`config.mk`:
```
export PLATFORM = sky130hd
export DESIGN_NAME = clockgen_smbus_config_regs
export DESIGN_NICKNAME = d
export VERILOG_FILES = /design/src/design/clockgen_pkg.sv /design/src/design/clockgen_smbus_config_regs.sv
export VERILOG_INCLUDE_DIRS = /design/src /design/src/design
export SDC_FILE = /design/constraint.sdc
export NUM_CORES = 1
export LEC_CHECK = 0
export BUFFER_PORTS_ARGS = -buffer_cell sky130_fd_sc_hd__buf_4
export CELL_PAD_IN_SITES_DETAIL_PLACEMENT = 0
export CELL_PAD_IN_SITES_GLOBAL_PLACEMENT = 2
export CORE_AREA = 2 2 131 95
export DETAILED_ROUTE_END_ITERATION = 12
export DIE_AREA = 0 0 133 97
export PLACE_DENSITY = 0.86
export SLEW_MARGIN = 25
export SYNTH_ARGS = -nofsm -noshare
export SYNTH_HDL_FRONTEND = slang
export SYNTH_SLANG_ARGS = --single-unit
export TNS_END_PERCENT = 5
```
`constraint.sdc`:
```
create_clock -name sys_clk_i -period 2.6 [get_ports sys_clk_i]
set_clock_uncertainty 0.2 [all_clocks]
set_input_delay 0.13 -clock sys_clk_i [delete_from_list [all_inputs] [get_ports sys_clk_i]]
set_output_delay 0.13 -clock sys_clk_i [all_outputs]
set_load 0.02 [all_outputs]
```
`src/design/clockgen_consts.svh`:
```
// Offsets, field positions, reset values and counts of the clock generator config bank.
// Included by the bank module only; definitions only.
`ifndef CLOCKGEN_CONSTS_SVH
`define CLOCKGEN_CONSTS_SVH

`define OFS_OUTPUT_ENABLE   8'h00
`define OFS_SPREAD_AMP      8'h01
`define OFS_DIFF_SLEW       8'h02
`define OFS_REF_CTRL        8'h03
`define OFS_RESERVED4       8'h04
`define OFS_REV_MAKER       8'h05
`define OFS_PART_ID         8'h06
`define OFS_READBACK_LEN    8'h07

`define SPREAD_STRAP_MSB    7
`define SPREAD_STRAP_LSB    6
`define SPREAD_OVR_BIT      5
`define SPREAD_SW_MSB       4
`define SPREAD_SW_LSB       3
`define AMP_RSVD_BIT        2
`define REF_WOL_BIT         5
`define REF_OE_BIT          4

`define RST_DIFF_OE         6'h3f
`define RST_SLEW            6'h3f
`define RST_AMP             2'h2
`define RST_REF_SLEW        2'h1
`define RST_READBACK_LEN    5'h08
`define REF_RSVD_ONES       8'h0d
`define UNMAPPED_BYTE       8'hff
`define SPREAD_OFF          2'h0
`define SPREAD_DOWN_HALF    2'h3

`endif

```
`src/design/clockgen_pkg.sv`:
```
// Types shared by the clock generator configuration bank.
// Constants live in clockgen_consts.svh.
package clockgen_pkg;

  // Link transaction phase
  typedef enum logic [5:0] {
    ST_IDLE  = 6'h01,
    ST_ADDR  = 6'h02,
    ST_INDEX = 6'h04,
    ST_COUNT = 6'h08,
    ST_WDATA = 6'h10,
    ST_RDATA = 6'h20
  } phase_t;

  // Software-writable configuration
  typedef struct packed {
    logic [5:0] diff_oe;
    logic       spread_ovr;
    logic [1:0] spread_sw;
    logic [1:0] amp;
    logic [5:0] slew;
    logic [1:0] ref_slew;
    logic       ref_wol;
    logic       ref_oe;
    logic [4:0] rb_len;
  } cfg_t;

endpackage

```
`src/design/clockgen_smbus_config_regs.sv`:
```
// Configuration and identification byte bank of a spread-spectrum clock generator.
// Assumes a bit-level two-wire front end that delivers start, stop and whole bytes,
// and asks for each byte to be returned; every input but the asynchronous rst_i is synchronous to sys_clk_i.
`timescale 1ns/100ps
`include "clockgen_consts.svh"

module clockgen_smbus_config_regs #(
  parameter logic [6:0] DEV_ADDR  = 7'h50,  // Arbitrary bus address
  parameter logic [3:0] REV_ID    = 4'h0,   // Arbitrary revision value
  parameter logic [3:0] MAKER_ID  = 4'h0,   // Arbitrary maker value
  parameter logic [7:0] PART_ID   = 8'h00,  // Arbitrary part type and id
  parameter int         N_OUT     = 6
) (
  input  wire logic             sys_clk_i,
  input  wire logic             rst_i,
  input  wire logic [1:0]       spread_strap_i,
  input  wire logic [N_OUT-1:0] diff_oe_n_i,
  input  wire logic             power_down_i,
  input  wire logic             bus_start_i,
  input  wire logic             bus_stop_i,
  input  wire logic             rx_valid_i,
  input  wire logic [7:0]       rx_byte_i,
  input  wire logic             tx_req_i,
  output logic                  ack_valid_o,
  output logic                  ack_o,
  output logic                  tx_valid_o,
  output logic [7:0]            tx_byte_o,
  output logic [N_OUT-1:0]      diff_run_o,
  output logic [N_OUT-1:0]      diff_slew_fast_o,
  output logic [1:0]            amplitude_o,
  output logic [1:0]            spread_mode_o,
  output logic [1:0]            ref_slew_o,
  output logic                  ref_run_o
);

  // Spread bit positions 7,6,4,3,2,0 onto outputs 5..0
  function automatic logic [7:0] spread6(input logic [5:0] v);
    spread6 = {v[5], v[4], 1'b0, v[3], v[2], v[1], 1'b0, v[0]};
  endfunction
  function automatic logic [5:0] pack6(input logic [7:0] b);
    pack6 = {b[7], b[6], b[4], b[3], b[2], b[0]};
  endfunction
  clockgen_pkg::cfg_t   cfg_q, cfg_d;
  clockgen_pkg::phase_t phase_q, phase_d;
  logic [7:0] idx_q, idx_d;
  logic [7:0] cnt_q, cnt_d;
  logic       first_q, first_d;
  logic [1:0] strap_q, strap_d;
  logic       strap_ok_q;
  logic       ack_valid_d, ack_d, tx_valid_d;
  logic [7:0] tx_byte_d;

  // Read view of every byte; reserved bits fixed
  function automatic logic [7:0] reg_read(input logic [7:0] a, input clockgen_pkg::cfg_t c,
                                          input logic [1:0] s);
    case (a)
      `OFS_OUTPUT_ENABLE: reg_read = spread6(c.diff_oe);
      `OFS_SPREAD_AMP:    reg_read = {s, c.spread_ovr, c.spread_sw, 1'b1, c.amp};
      `OFS_DIFF_SLEW:     reg_read = spread6(c.slew);
      `OFS_REF_CTRL:      reg_read = {c.ref_slew, c.ref_wol, c.ref_oe, 4'h0} | `REF_RSVD_ONES;
      `OFS_RESERVED4:     reg_read = 8'h00;
      `OFS_REV_MAKER:     reg_read = {REV_ID, MAKER_ID};
      `OFS_PART_ID:       reg_read = PART_ID;
      `OFS_READBACK_LEN:  reg_read = {3'h0, c.rb_len};
      default:            reg_read = `UNMAPPED_BYTE;
    endcase
  endfunction

  // Strap catch once after reset release
  // latch strap level
  always_comb
  begin
    strap_d = strap_ok_q ? strap_q : spread_strap_i;
  end
  always_ff @(posedge sys_clk_i or posedge rst_i)
  begin
    if (rst_i)
    begin
      strap_q    <= 2'h0;
      strap_ok_q <= 1'b0;
    end
    else
    begin
      strap_q    <= strap_d;
      strap_ok_q <= 1'b1;
    end
  end

  // Transaction sequencing and register writes
  always_comb
  begin
    phase_d     = phase_q;
    cfg_d       = cfg_q;
    idx_d       = idx_q;
    cnt_d       = cnt_q;
    first_d     = first_q;
    ack_valid_d = 1'b0;
    ack_d       = 1'b0;
    tx_valid_d  = 1'b0;
    tx_byte_d   = tx_byte_o;
    if (bus_stop_i)
      phase_d = clockgen_pkg::ST_IDLE;
    else if (bus_start_i)
      phase_d = clockgen_pkg::ST_ADDR;
    else
    begin
      case (phase_q)
        clockgen_pkg::ST_IDLE:
          phase_d = clockgen_pkg::ST_IDLE;
        clockgen_pkg::ST_ADDR:
          if (rx_valid_i)
          begin
            ack_valid_d = 1'b1;
            ack_d       = (rx_byte_i[7:1] == DEV_ADDR);
            first_d     = 1'b1;
            if (rx_byte_i[7:1] != DEV_ADDR)
              phase_d = clockgen_pkg::ST_IDLE;
            else if (rx_byte_i[0])
              phase_d = clockgen_pkg::ST_RDATA;
            else
              phase_d = clockgen_pkg::ST_INDEX;
          end
        clockgen_pkg::ST_INDEX:
          if (rx_valid_i)
          begin
            ack_valid_d = 1'b1;
            ack_d       = 1'b1;
            idx_d       = rx_byte_i;
            phase_d     = clockgen_pkg::ST_COUNT;
          end
        clockgen_pkg::ST_COUNT:
          if (rx_valid_i)
          begin
            ack_valid_d = 1'b1;
            ack_d       = 1'b1;
            cnt_d       = rx_byte_i;
            phase_d     = clockgen_pkg::ST_WDATA;
          end
        clockgen_pkg::ST_WDATA:
          if (rx_valid_i)
          begin
            ack_valid_d = 1'b1;
            ack_d       = (cnt_q != 8'h00);
            if (cnt_q != 8'h00)
            begin
              cnt_d = cnt_q - 8'h01;
              idx_d = idx_q + 8'h01;
              case (idx_q)
                `OFS_OUTPUT_ENABLE: cfg_d.diff_oe = pack6(rx_byte_i);
                `OFS_SPREAD_AMP:
                begin
                  cfg_d.spread_ovr = rx_byte_i[`SPREAD_OVR_BIT];
                  cfg_d.amp        = rx_byte_i[1:0];
                  // select bits follow only with override set
                  if (rx_byte_i[`SPREAD_OVR_BIT])
                    cfg_d.spread_sw = rx_byte_i[`SPREAD_SW_MSB:`SPREAD_SW_LSB];
                end
                `OFS_DIFF_SLEW: cfg_d.slew = pack6(rx_byte_i);
                `OFS_REF_CTRL:
                begin
                  cfg_d.ref_slew = rx_byte_i[7:6];
                  cfg_d.ref_wol  = rx_byte_i[`REF_WOL_BIT];
                  cfg_d.ref_oe   = rx_byte_i[`REF_OE_BIT];
                end
                `OFS_READBACK_LEN: cfg_d.rb_len = rx_byte_i[4:0];
                default: cfg_d = cfg_q;
              endcase
            end
          end
        // count byte first, then data from index
        clockgen_pkg::ST_RDATA:
          if (tx_req_i)
          begin
            tx_valid_d = 1'b1;
            first_d    = 1'b0;
            if (first_q)
              tx_byte_d = {3'h0, cfg_q.rb_len};
            else
            begin
              tx_byte_d = reg_read(idx_q, cfg_q, strap_q);
              idx_d     = idx_q + 8'h01;
            end
          end
        default:
          phase_d = clockgen_pkg::ST_IDLE;
      endcase
    end
  end

  always_ff @(posedge sys_clk_i or posedge rst_i)
  begin
    if (rst_i)
    begin
      phase_q     <= clockgen_pkg::ST_IDLE;
      cfg_q       <= '{diff_oe: `RST_DIFF_OE, spread_ovr: 1'b0, spread_sw: 2'h0, amp: `RST_AMP,
                       slew: `RST_SLEW, ref_slew: `RST_REF_SLEW, ref_wol: 1'b0, ref_oe: 1'b1,
                       rb_len: `RST_READBACK_LEN};
      idx_q       <= 8'h00;
      cnt_q       <= 8'h00;
      first_q     <= 1'b0;
      ack_valid_o <= 1'b0;
      ack_o       <= 1'b0;
      tx_valid_o  <= 1'b0;
      tx_byte_o   <= 8'h00;
    end
    else
    begin
      phase_q     <= phase_d;
      cfg_q       <= cfg_d;
      idx_q       <= idx_d;
      cnt_q       <= cnt_d;
      first_q     <= first_d;
      ack_valid_o <= ack_valid_d;
      ack_o       <= ack_d;
      tx_valid_o  <= tx_valid_d;
      tx_byte_o   <= tx_byte_d;
    end
  end

  // Controls driven out to the analog side
  always_ff @(posedge sys_clk_i or posedge rst_i)
  begin
    if (rst_i)
    begin
      diff_run_o       <= '0;
      diff_slew_fast_o <= '1;
      amplitude_o      <= `RST_AMP;
      spread_mode_o    <= `SPREAD_OFF;
      ref_slew_o       <= `RST_REF_SLEW;
      ref_run_o        <= 1'b0;
    end
    else
    begin
      diff_run_o       <= cfg_q.diff_oe & ~diff_oe_n_i;
      diff_slew_fast_o <= cfg_q.slew;
      amplitude_o      <= cfg_q.amp;
      spread_mode_o    <= cfg_q.spread_ovr ? cfg_q.spread_sw : strap_q;
      ref_slew_o       <= cfg_q.ref_slew;
      // run in power down only with wake bit
      ref_run_o        <= cfg_q.ref_oe & (~power_down_i | cfg_q.ref_wol);
    end
  end

  strap_readback_a: assert property (@(posedge sys_clk_i) disable iff (rst_i)
    $rose(strap_ok_q) |-> strap_q == $past(spread_strap_i) &&
    (reg_read(`OFS_SPREAD_AMP, cfg_q, strap_q) >> `SPREAD_STRAP_LSB) == {6'h00, $past(spread_strap_i)})
    else $error("strap readback differs from latched strap");
  spread_source_a: assert property (@(posedge sys_clk_i) disable iff (rst_i)
    ##1 spread_mode_o == ($past(cfg_q.spread_ovr) ? $past(cfg_q.spread_sw) : $past(strap_q)))
    else $error("spread source wrong");
  sw_write_drop_a: assert property (@(posedge sys_clk_i) disable iff (rst_i)
    (phase_q == clockgen_pkg::ST_WDATA && rx_valid_i && !bus_start_i && !bus_stop_i &&
     idx_q == `OFS_SPREAD_AMP && !rx_byte_i[`SPREAD_OVR_BIT]) |=> $stable(cfg_q.spread_sw))
    else $error("software spread select changed without override");
  spread_half_a: assert property (@(posedge sys_clk_i) disable iff (rst_i)
    (cfg_q.spread_ovr && cfg_q.spread_sw == `SPREAD_DOWN_HALF) |=> spread_mode_o == `SPREAD_DOWN_HALF)
    else $error("half percent spread not applied");
  slew_follow_a: assert property (@(posedge sys_clk_i) disable iff (rst_i)
    ##1 diff_slew_fast_o == $past(cfg_q.slew))
    else $error("slew output not following register");
  ref_power_a: assert property (@(posedge sys_clk_i) disable iff (rst_i)
    (power_down_i && !cfg_q.ref_wol) |=> !ref_run_o)
    else $error("reference runs in power down without wake bit");
  count_first_a: assert property (@(posedge sys_clk_i) disable iff (rst_i)
    (phase_q == clockgen_pkg::ST_RDATA && first_q && tx_req_i && !bus_start_i && !bus_stop_i)
    |=> tx_valid_o && tx_byte_o == {3'h0, $past(cfg_q.rb_len)})
    else $error("block read did not open with byte count");
  data_ack_a: assert property (@(posedge sys_clk_i) disable iff (rst_i)
    (phase_q inside {clockgen_pkg::ST_INDEX, clockgen_pkg::ST_COUNT} && rx_valid_i &&
     !bus_start_i && !bus_stop_i) |=> ack_valid_o && ack_o)
    else $error("index or count byte not acknowledged");
  oe_override_a: assert property (@(posedge sys_clk_i) disable iff (rst_i)
    (cfg_q.diff_oe != 6'h3f) |=> (diff_run_o & ~$past(cfg_q.diff_oe)) == 6'h00)
    else $error("disabled output pair still running");
  reserved_zero_a: assert property (@(posedge sys_clk_i) disable iff (rst_i)
    (reg_read(`OFS_READBACK_LEN, cfg_q, strap_q) & 8'he0) == 8'h00 &&
    (reg_read(`OFS_SPREAD_AMP, cfg_q, strap_q) & (8'h01 << `AMP_RSVD_BIT)) != 8'h00)
    else $error("reserved bits lost fixed value");
endmodule // clockgen_smbus_config_regs

```
==> flow_summary.json, run 1 <==
{
  "fin_crit_sh_pct": 94.9,
  "tightest_slew_ps": 706,
  "critPathKind": "reg -> reg",
  "synthTopCellsByArea": "dfrtp_1 37%, dfstp_2 17%, mux2_2 9.0%",
  "rows": 33,
  "cts.sinks": 82,
  "regArea_mm2": 0.00208,
  "final-setup-viol-count": 0,
  "cts-buffers-inserted": 9,
  "synth_common_cells": "57 x dfrtp_1, 31 x mux2_2, 28 x a21oi_1, 25 x dfstp_2, 25 x nand2_1",
  "drc": 0,
  "netlist.area_leader.share_pct": 36.7,
  "die_h_um": 97,
  "core-area_mm2": 0.0115,
  "arrival_ps": 2490,
  "place_congestion": 0.819,
  "grt_pass1_vias": 3061,
  "synth-seq-cells": 82,
  "syn_to_final_growth_pct": 31.4,
  "synth_top_family_by_area": "compound AO/OA/AOI/OAI gates",
  "grt_overflow": 0,
  "synth.most_common_cell": "dfrtp_1",
  "synth_edf_count": 0,
  "cp-end-kind": "flop",
  "dp_hpwl_mm": 7.27,
  "drive_above_1_share_pct": 34.5,
  "syn-cell-area_mm2": 0.00388,
  "status": "completed",
  "whs_ps": 11.9,
  "wirelength_mm": 10.4,
  "initial_core_util_pct": 33.7,
  "multi_input_area_mm2": 0.00170,
  "antenna_left": 0,
  "synth-xor-area-share_pct": 0.677,
  "wl_per_cell_um": 17.2,
  "fin_cells": 606,
  "r2r-start": "idx_q[5]",
  "maxCapViolCount": 0,
  "final_nets": 472,
  "fmaxAchievable_mhz": 405,
  "placedCellCount": 566,
  "diodes": 0,
  "cts_root_buf": "clkbuf_16",
  "seq_area_frac_synth_pct": 53.7,
  "placed_area_mm2": 0.00455,
  "min_to": "phase_q[3]",
  "num_vias": 3127,
  "avgSynthCellArea_um2": 10.9,
  "grt_antenna_before_repair": 0,
  "clk_path_buf_depth": 2,
  "worstPathMaxFanout": 5,
  "port_buffers": 52,
  "ys_types": 59,
  "p_leak_uw": 0.00225,
  "rsz0062_at_grt": "yes",
  "max-slew-margin-rel_pct": 52.5,
  "grtUsageTotal_pct": 16.7,
  "synthCells": 356,
  "rr_worst_depth": 5,
  "start_kind": "flop",
  "grt_pass1_wl_mm": 16.6,
  "slew_violations": 0,
  "crit_required_ps": 2620,
  "finalHoldViolCount": 0,
  "first_iter_violations": 229,
  "grt_start_max_net_pins": 37,
  "yosys.area_share.simple_pct": 15.3,
  "synthMuxAreaShare_pct": 9.76,
  "hold_path.startpoint": "rx_valid_i",
  "min_path_type": "in -> reg",
  "die_area_mm2": 0.0129,
  "fin_area_mm2": 0.00510,
  "synth_top_cell_by_area": "dfrtp_1",
  "ys.flop_type": "dfrtp_1",
  "drt_pass1_iterations": 5,
  "async_flop_share_pct": 100,
  "num-fill-cells": 1083,
  "synth_fa_ha_area_share_pct": 1.61,
  "rrSetupSlack_ps": 130,
  "clock_latency_ps": 340,
  "htreeDepth": 3,
  "vias_per_cell": 5.16,
  "synth_compound_area_share_pct": 16.0,
  "finalCriticalPeriod_ps": 2470,
  "path_clk_slew_ps": 60,
  "cts_tree": "done",
  "worstHoldPathCells": 4,
  "die_w_um": 133,
  "powerDensity_mw_per_mm2": 550,
  "synth_nets": 384,
  "reg2reg_to": "cfg_q[6]",
  "vdd_ir_drop_max_uv": 319,
  "yosys_warnings": 0,
  "ios": 53
}
[area by class of cell]
class | count | area share (%)
multi-input combinational | 245 | 33.3
timing repair buffer | 95 | 15.4
clock inverter | 4 | 1.01
inverter | 11 | 0.834
sequential | 82 | 40.8
tap | 157 | 3.85
clock buffer | 12 | 4.83
[registers in the layout, summed over array words and instances (netlist names), 2 cells and up]
signal,cells
diff_run_o,6
spread_mode_o,2
diff_slew_fast_o,6
amplitude_o,2
idx_q,8
cfg_q,26
phase_q,6
strap_q,2
tx_byte_o,8
cnt_q,8
ref_slew_o,2
[worst max path at each step]
| stage | from | endpoint | cells past startpoint |
|---|---|---|---|
| 4_1_cts | idx_q[5] | cfg_q[6] | 5 |
| 2_1_floorplan | cnt_q[0] | cnt_q[1] | 7 |
| 6_report | idx_q[5] | cfg_q[6] | 5 |
| 3_3_place_gp | cnt_q[0] | cfg_q[2] | 7 |
| 3_5_place_dp | cnt_q[0] | cfg_q[0] | 7 |
| 5_1_grt | cnt_q[0] | idx_q[3] | 9 |
[cell families (layout without fill, tap and decap cells)]
family | after synthesis | in the layout
buffers and inverters | 29 | 122
AOI/OAI and AO/OA | 96 | 96
adders and majority gates | 5 | 5
DFF | 82 | 82
xor gates and xnor gates | 3 | 3
muxes | 34 | 34
other | 1 | 1
and+or+nand+nor | 106 | 106
[what timing repair did]
item,4_1_cts,5_1_grt
setup endpoints to repair,5,20
hold buffers,23,0
resized for setup,2,1
endpoints found under the hold margin,93,0
buffers inserted,1,0
pin swaps,1,1
[per-stage QoR]
stage | worst slack (ps) | util [%] | setup TNS, ps | power (uW)
6_report | 132 | 44.3 | 0 | 2800
5_1_grt | 0.152 | 44.3 | 0 | 2920
4_1_cts | 81.7 | 44.2 | 0 | 2840
3_5_place_dp | -31.0 | 39.5 | -96.1 | 1520
3_3_place_gp | 70.5 | 39.5 | 0 | 1510
2_1_floorplan | 52.9 | - | 0 | 1420
[power breakdown]
part	total, uW	internal (uW)	switching, uW	leakage, uW
sequential	1310	1290	18.8	0.00103
clock	1280	772	507	0.000143
combinational	212	94.5	118	0.00108
total	2800	2160	644	0.00225
[metal layers]
| metal | share of wire, % | wire length, um | GRT usage, % |
|---|---|---|---|
| met1 | 49 | 5160 | 24.8 |
| met2 | 45 | 4680 | 24.3 |
| met3 | 4.7 | 495 | 4.09 |
| met4 | 0.92 | 96 | 4.22 |
| met5 | 0 | 0 | 0 |
[critical path: stages, from the launching register on]
cell and delay [ps]:
dfrtp_1 420, or4_4 520, or3_4 370, nor4_4 310
nand2_1 210, mux2_2 330
[placed cells by master (no fill, tap or decap), types with 4 or more instances in the layout]
cell,n
o21ai_0,22
nand3_1,13
a21oi_1,28
buf_4,71
dfstp_2,25
nand2_1,25
nor2_1,19
o22ai_1,5
inv_1,10
o211ai_1,5
mux2_2,31
o2bb2ai_1,4
nor2b_1,7
dfrtp_1,57
nor4_1,4
nor3_1,6
a22o_1,5
dlygate4sd3_1,23
or3_1,5
clkbuf_16,9
ha_1,5
(Power assumes the default switching activity.)
==> run 2, diff against run 1 <==
--- a/config.mk
+++ b/config.mk
@@ -12,7 +12,7 @@
 export CORE_AREA = 2 2 131 95
 export DETAILED_ROUTE_END_ITERATION = 12
 export DIE_AREA = 0 0 133 97
-export PLACE_DENSITY = 0.86
+export PLACE_DENSITY_LB_ADDON = 0.1
 export SLEW_MARGIN = 25
 export SYNTH_ARGS = -nofsm -noshare
 export SYNTH_HDL_FRONTEND = slang
==> run 2 against run 1 <==
Net effect: sequential cell count did not move; via count did not move; count of clock-buffer cells in the layout did not move; first-iteration DRC count fell by 31%; cell area rose by 2.3%; clock power rose by 5%; non-clock buffer count rose by 11; sequential power barely moved; sequential share of layout area fell by 0.91 points.
==> flow_summary.json, run 2 (synthesized netlist as in run 1, its figures left out) <==
{
  "status": "completed",
  "pwr-share-clk_pct": 47.0,
  "clock_latency_ps": 340,
  "vdd_ir_drop_max_uv": 325,
  "rows": 33,
  "final_cell_mix": "82 x buf_4, 57 x dfrtp_1, 31 x mux2_2",
  "min_path_type": "in -> reg",
  "fin_cells": 617,
  "grt_antenna_before_repair": 0,
  "path_delay_family": "simple AND/OR/NAND/NOR gates",
  "rsz0062_at_grt": "yes",
  "rr_worst_depth": 5,
  "critPathKind": "reg -> reg",
  "finalHoldViolCount": 0,
  "p_sw_uw": 649,
  "drt_pass1_iterations": 4,
  "placedCellCount": 578,
  "max-slew-margin-rel_pct": 64.4,
  "final_util_pct": 45.3,
  "path_clk_slew_ps": 60,
  "final_nets": 483,
  "finalCriticalPeriod_ps": 2580,
  "critical_path_buf_inv_count": 0,
  "combPwrFrac_pct": 7.2,
  "wl_per_cell_um": 17.4,
  "grt_pass1_wl_mm": 17.3,
  "hold_path.startpoint": "tx_req_i",
  "drc": 0,
  "place_congestion": 0.776,
  "grt_pass1_vias": 2990,
  "slew_violations": 0,
  "clk_path_buf_depth": 2,
  "fmaxAchievable_mhz": 388,
  "diodes": 0,
  "path_cells": "or4_1, or3_4, nor4_4, nand2_2, mux2_2",
  "switching_share_pct": 22.6,
  "syn_to_final_growth_pct": 34.4,
  "ios": 53,
  "layout_commonest_cell": "buf_4",
  "worstPathMaxFanout": 6,
  "whs_ps": 116,
  "first_iter_violations": 159,
  "fin_crit_sh_pct": 99.2,
  "num_vias": 3127,
  "htreeDepth": 3,
  "cts_root_buf": "clkbuf_16",
  "reg2reg_to": "cfg_q[21]",
  "cpPeakStageDelay_ps": 590,
  "initial_core_util_pct": 33.7,
  "dp_hpwl_mm": 7.53,
  "antenna_left": 0,
  "seq_power_share_pct": 45.8,
  "worstHoldPathCells": 3,
  "crit_required_ps": 2660,
  "p_leak_uw": 0.00232,
  "place_ws_ps": 26.9,
  "maxCapViolCount": 0,
  "min_to": "tx_byte_o[5]",
  "largest_register_ffs": 26,
  "die_area_mm2": 0.0129,
  "core-area_mm2": 0.0115,
  "p_int_uw": 2220,
  "crit_slowest_cell": "or4_1",
  "start_kind": "flop",
  "r2r-start": "idx_q[3]",
  "final-setup-viol-count": 0,
  "cts.sinks": 82,
  "powerDensity_mw_per_mm2": 550,
  "regMostFlops": "cfg_q",
  "tightest_slew_ps": 527,
  "vias_per_cell": 5.07,
  "die_h_um": 97,
  "arrival_ps": 2640,
  "rrSetupSlack_ps": 20,
  "drive_above_1_share_pct": 36.5,
  "port_buffers": 52,
  "grtUsageTotal_pct": 17.4,
  "layout_setup_ws_ps": 21.1,
  "cts_tree": "done",
  "grt_start_max_net_pins": 83,
  "cp-end-kind": "flop",
  "grt_overflow": 0,
  "cts-buffers-inserted": 9,
  "die_w_um": 133,
  "wirelength_mm": 10.7
}
[run 2: changes by cell type in the layout (fill, tap and decap cells not counted)]
cell | before | now
buf_4 | 71 | 82
clkinv_4 | 0 | 1
clkbuf_16 | 9 | 10
buf_12 | 1 | 2
dlygate4sd3_1 | 23 | 22
or4_1 | 1 | 2
clkinv_2 | 2 | 1
nand2_1 | 25 | 24
clkbuf_1 | 2 | 1
or4_4 | 1 | 0
nand2_2 | 2 | 3
[run 2: timing repair]
action	in CTS	in global routing
setup buffers	0	1
hold endpoints to repair	102	0
resized for setup	0	3
hold buffers	22	0
setup endpoints to repair	0	40
[run 2: power by group through the flow]
stage               clock network [uW]  logic, uW  registers, uW
detailed placement                   0        182           1330
global route                      1440        231           1310
floorplan                            0       90.7           1330
global placement                     0        182           1340
finish                            1350        207           1310
CTS                               1380        209           1310
[run 2: worst max-delay path by stage]
stage / start / to / slack (ps) / depth (start not counted)
after global placement: idx_q[3] / cfg_q[8] / 20 / 5
after CTS: cnt_q[0] / cfg_q[4] / 10 / 7
after detailed placement: cnt_q[0] / cfg_q[8] / 30 / 7
after floorplan: cnt_q[0] / cnt_q[1] / 50 / 7
after global routing: idx_q[3] / cfg_q[9] / -60 / 5
final: idx_q[3] / cfg_q[21] / 20 / 5
[run 2: layer usage]
metal	vias to the layer above	track usage [%]	part of all wire, %
met1	1524	27.5	54
met4	0	4.88	0.96
li1	1513	-	-
met3	12	3.46	4.6
met2	78	23.7	41
met5	-	0	0
[run 2: stage by stage]
stage	power (uW)	TNS (ps)	instance area (um2)
floorplan	1420	0	3880
global placement	1520	0	4650
detailed placement	1520	0	4650
CTS	2900	0	5200
global route	2980	-649	5220
finish	2870	0	5220
[run 2: area by class of cell]
class,instances,area [um2]
clock buffers,12,268
clock inverters,4,55.1
fillers,1100,6300
inverters,11,42.5
multi-input cells,245,1700
flip-flops and latches,82,2080
well taps,157,196
repair buffers,106,876
[run 2: tightest hold or removal path, cell delays in order]
cell	delay, ps
buf_4	110
nand3_1	190
a22o_1	180
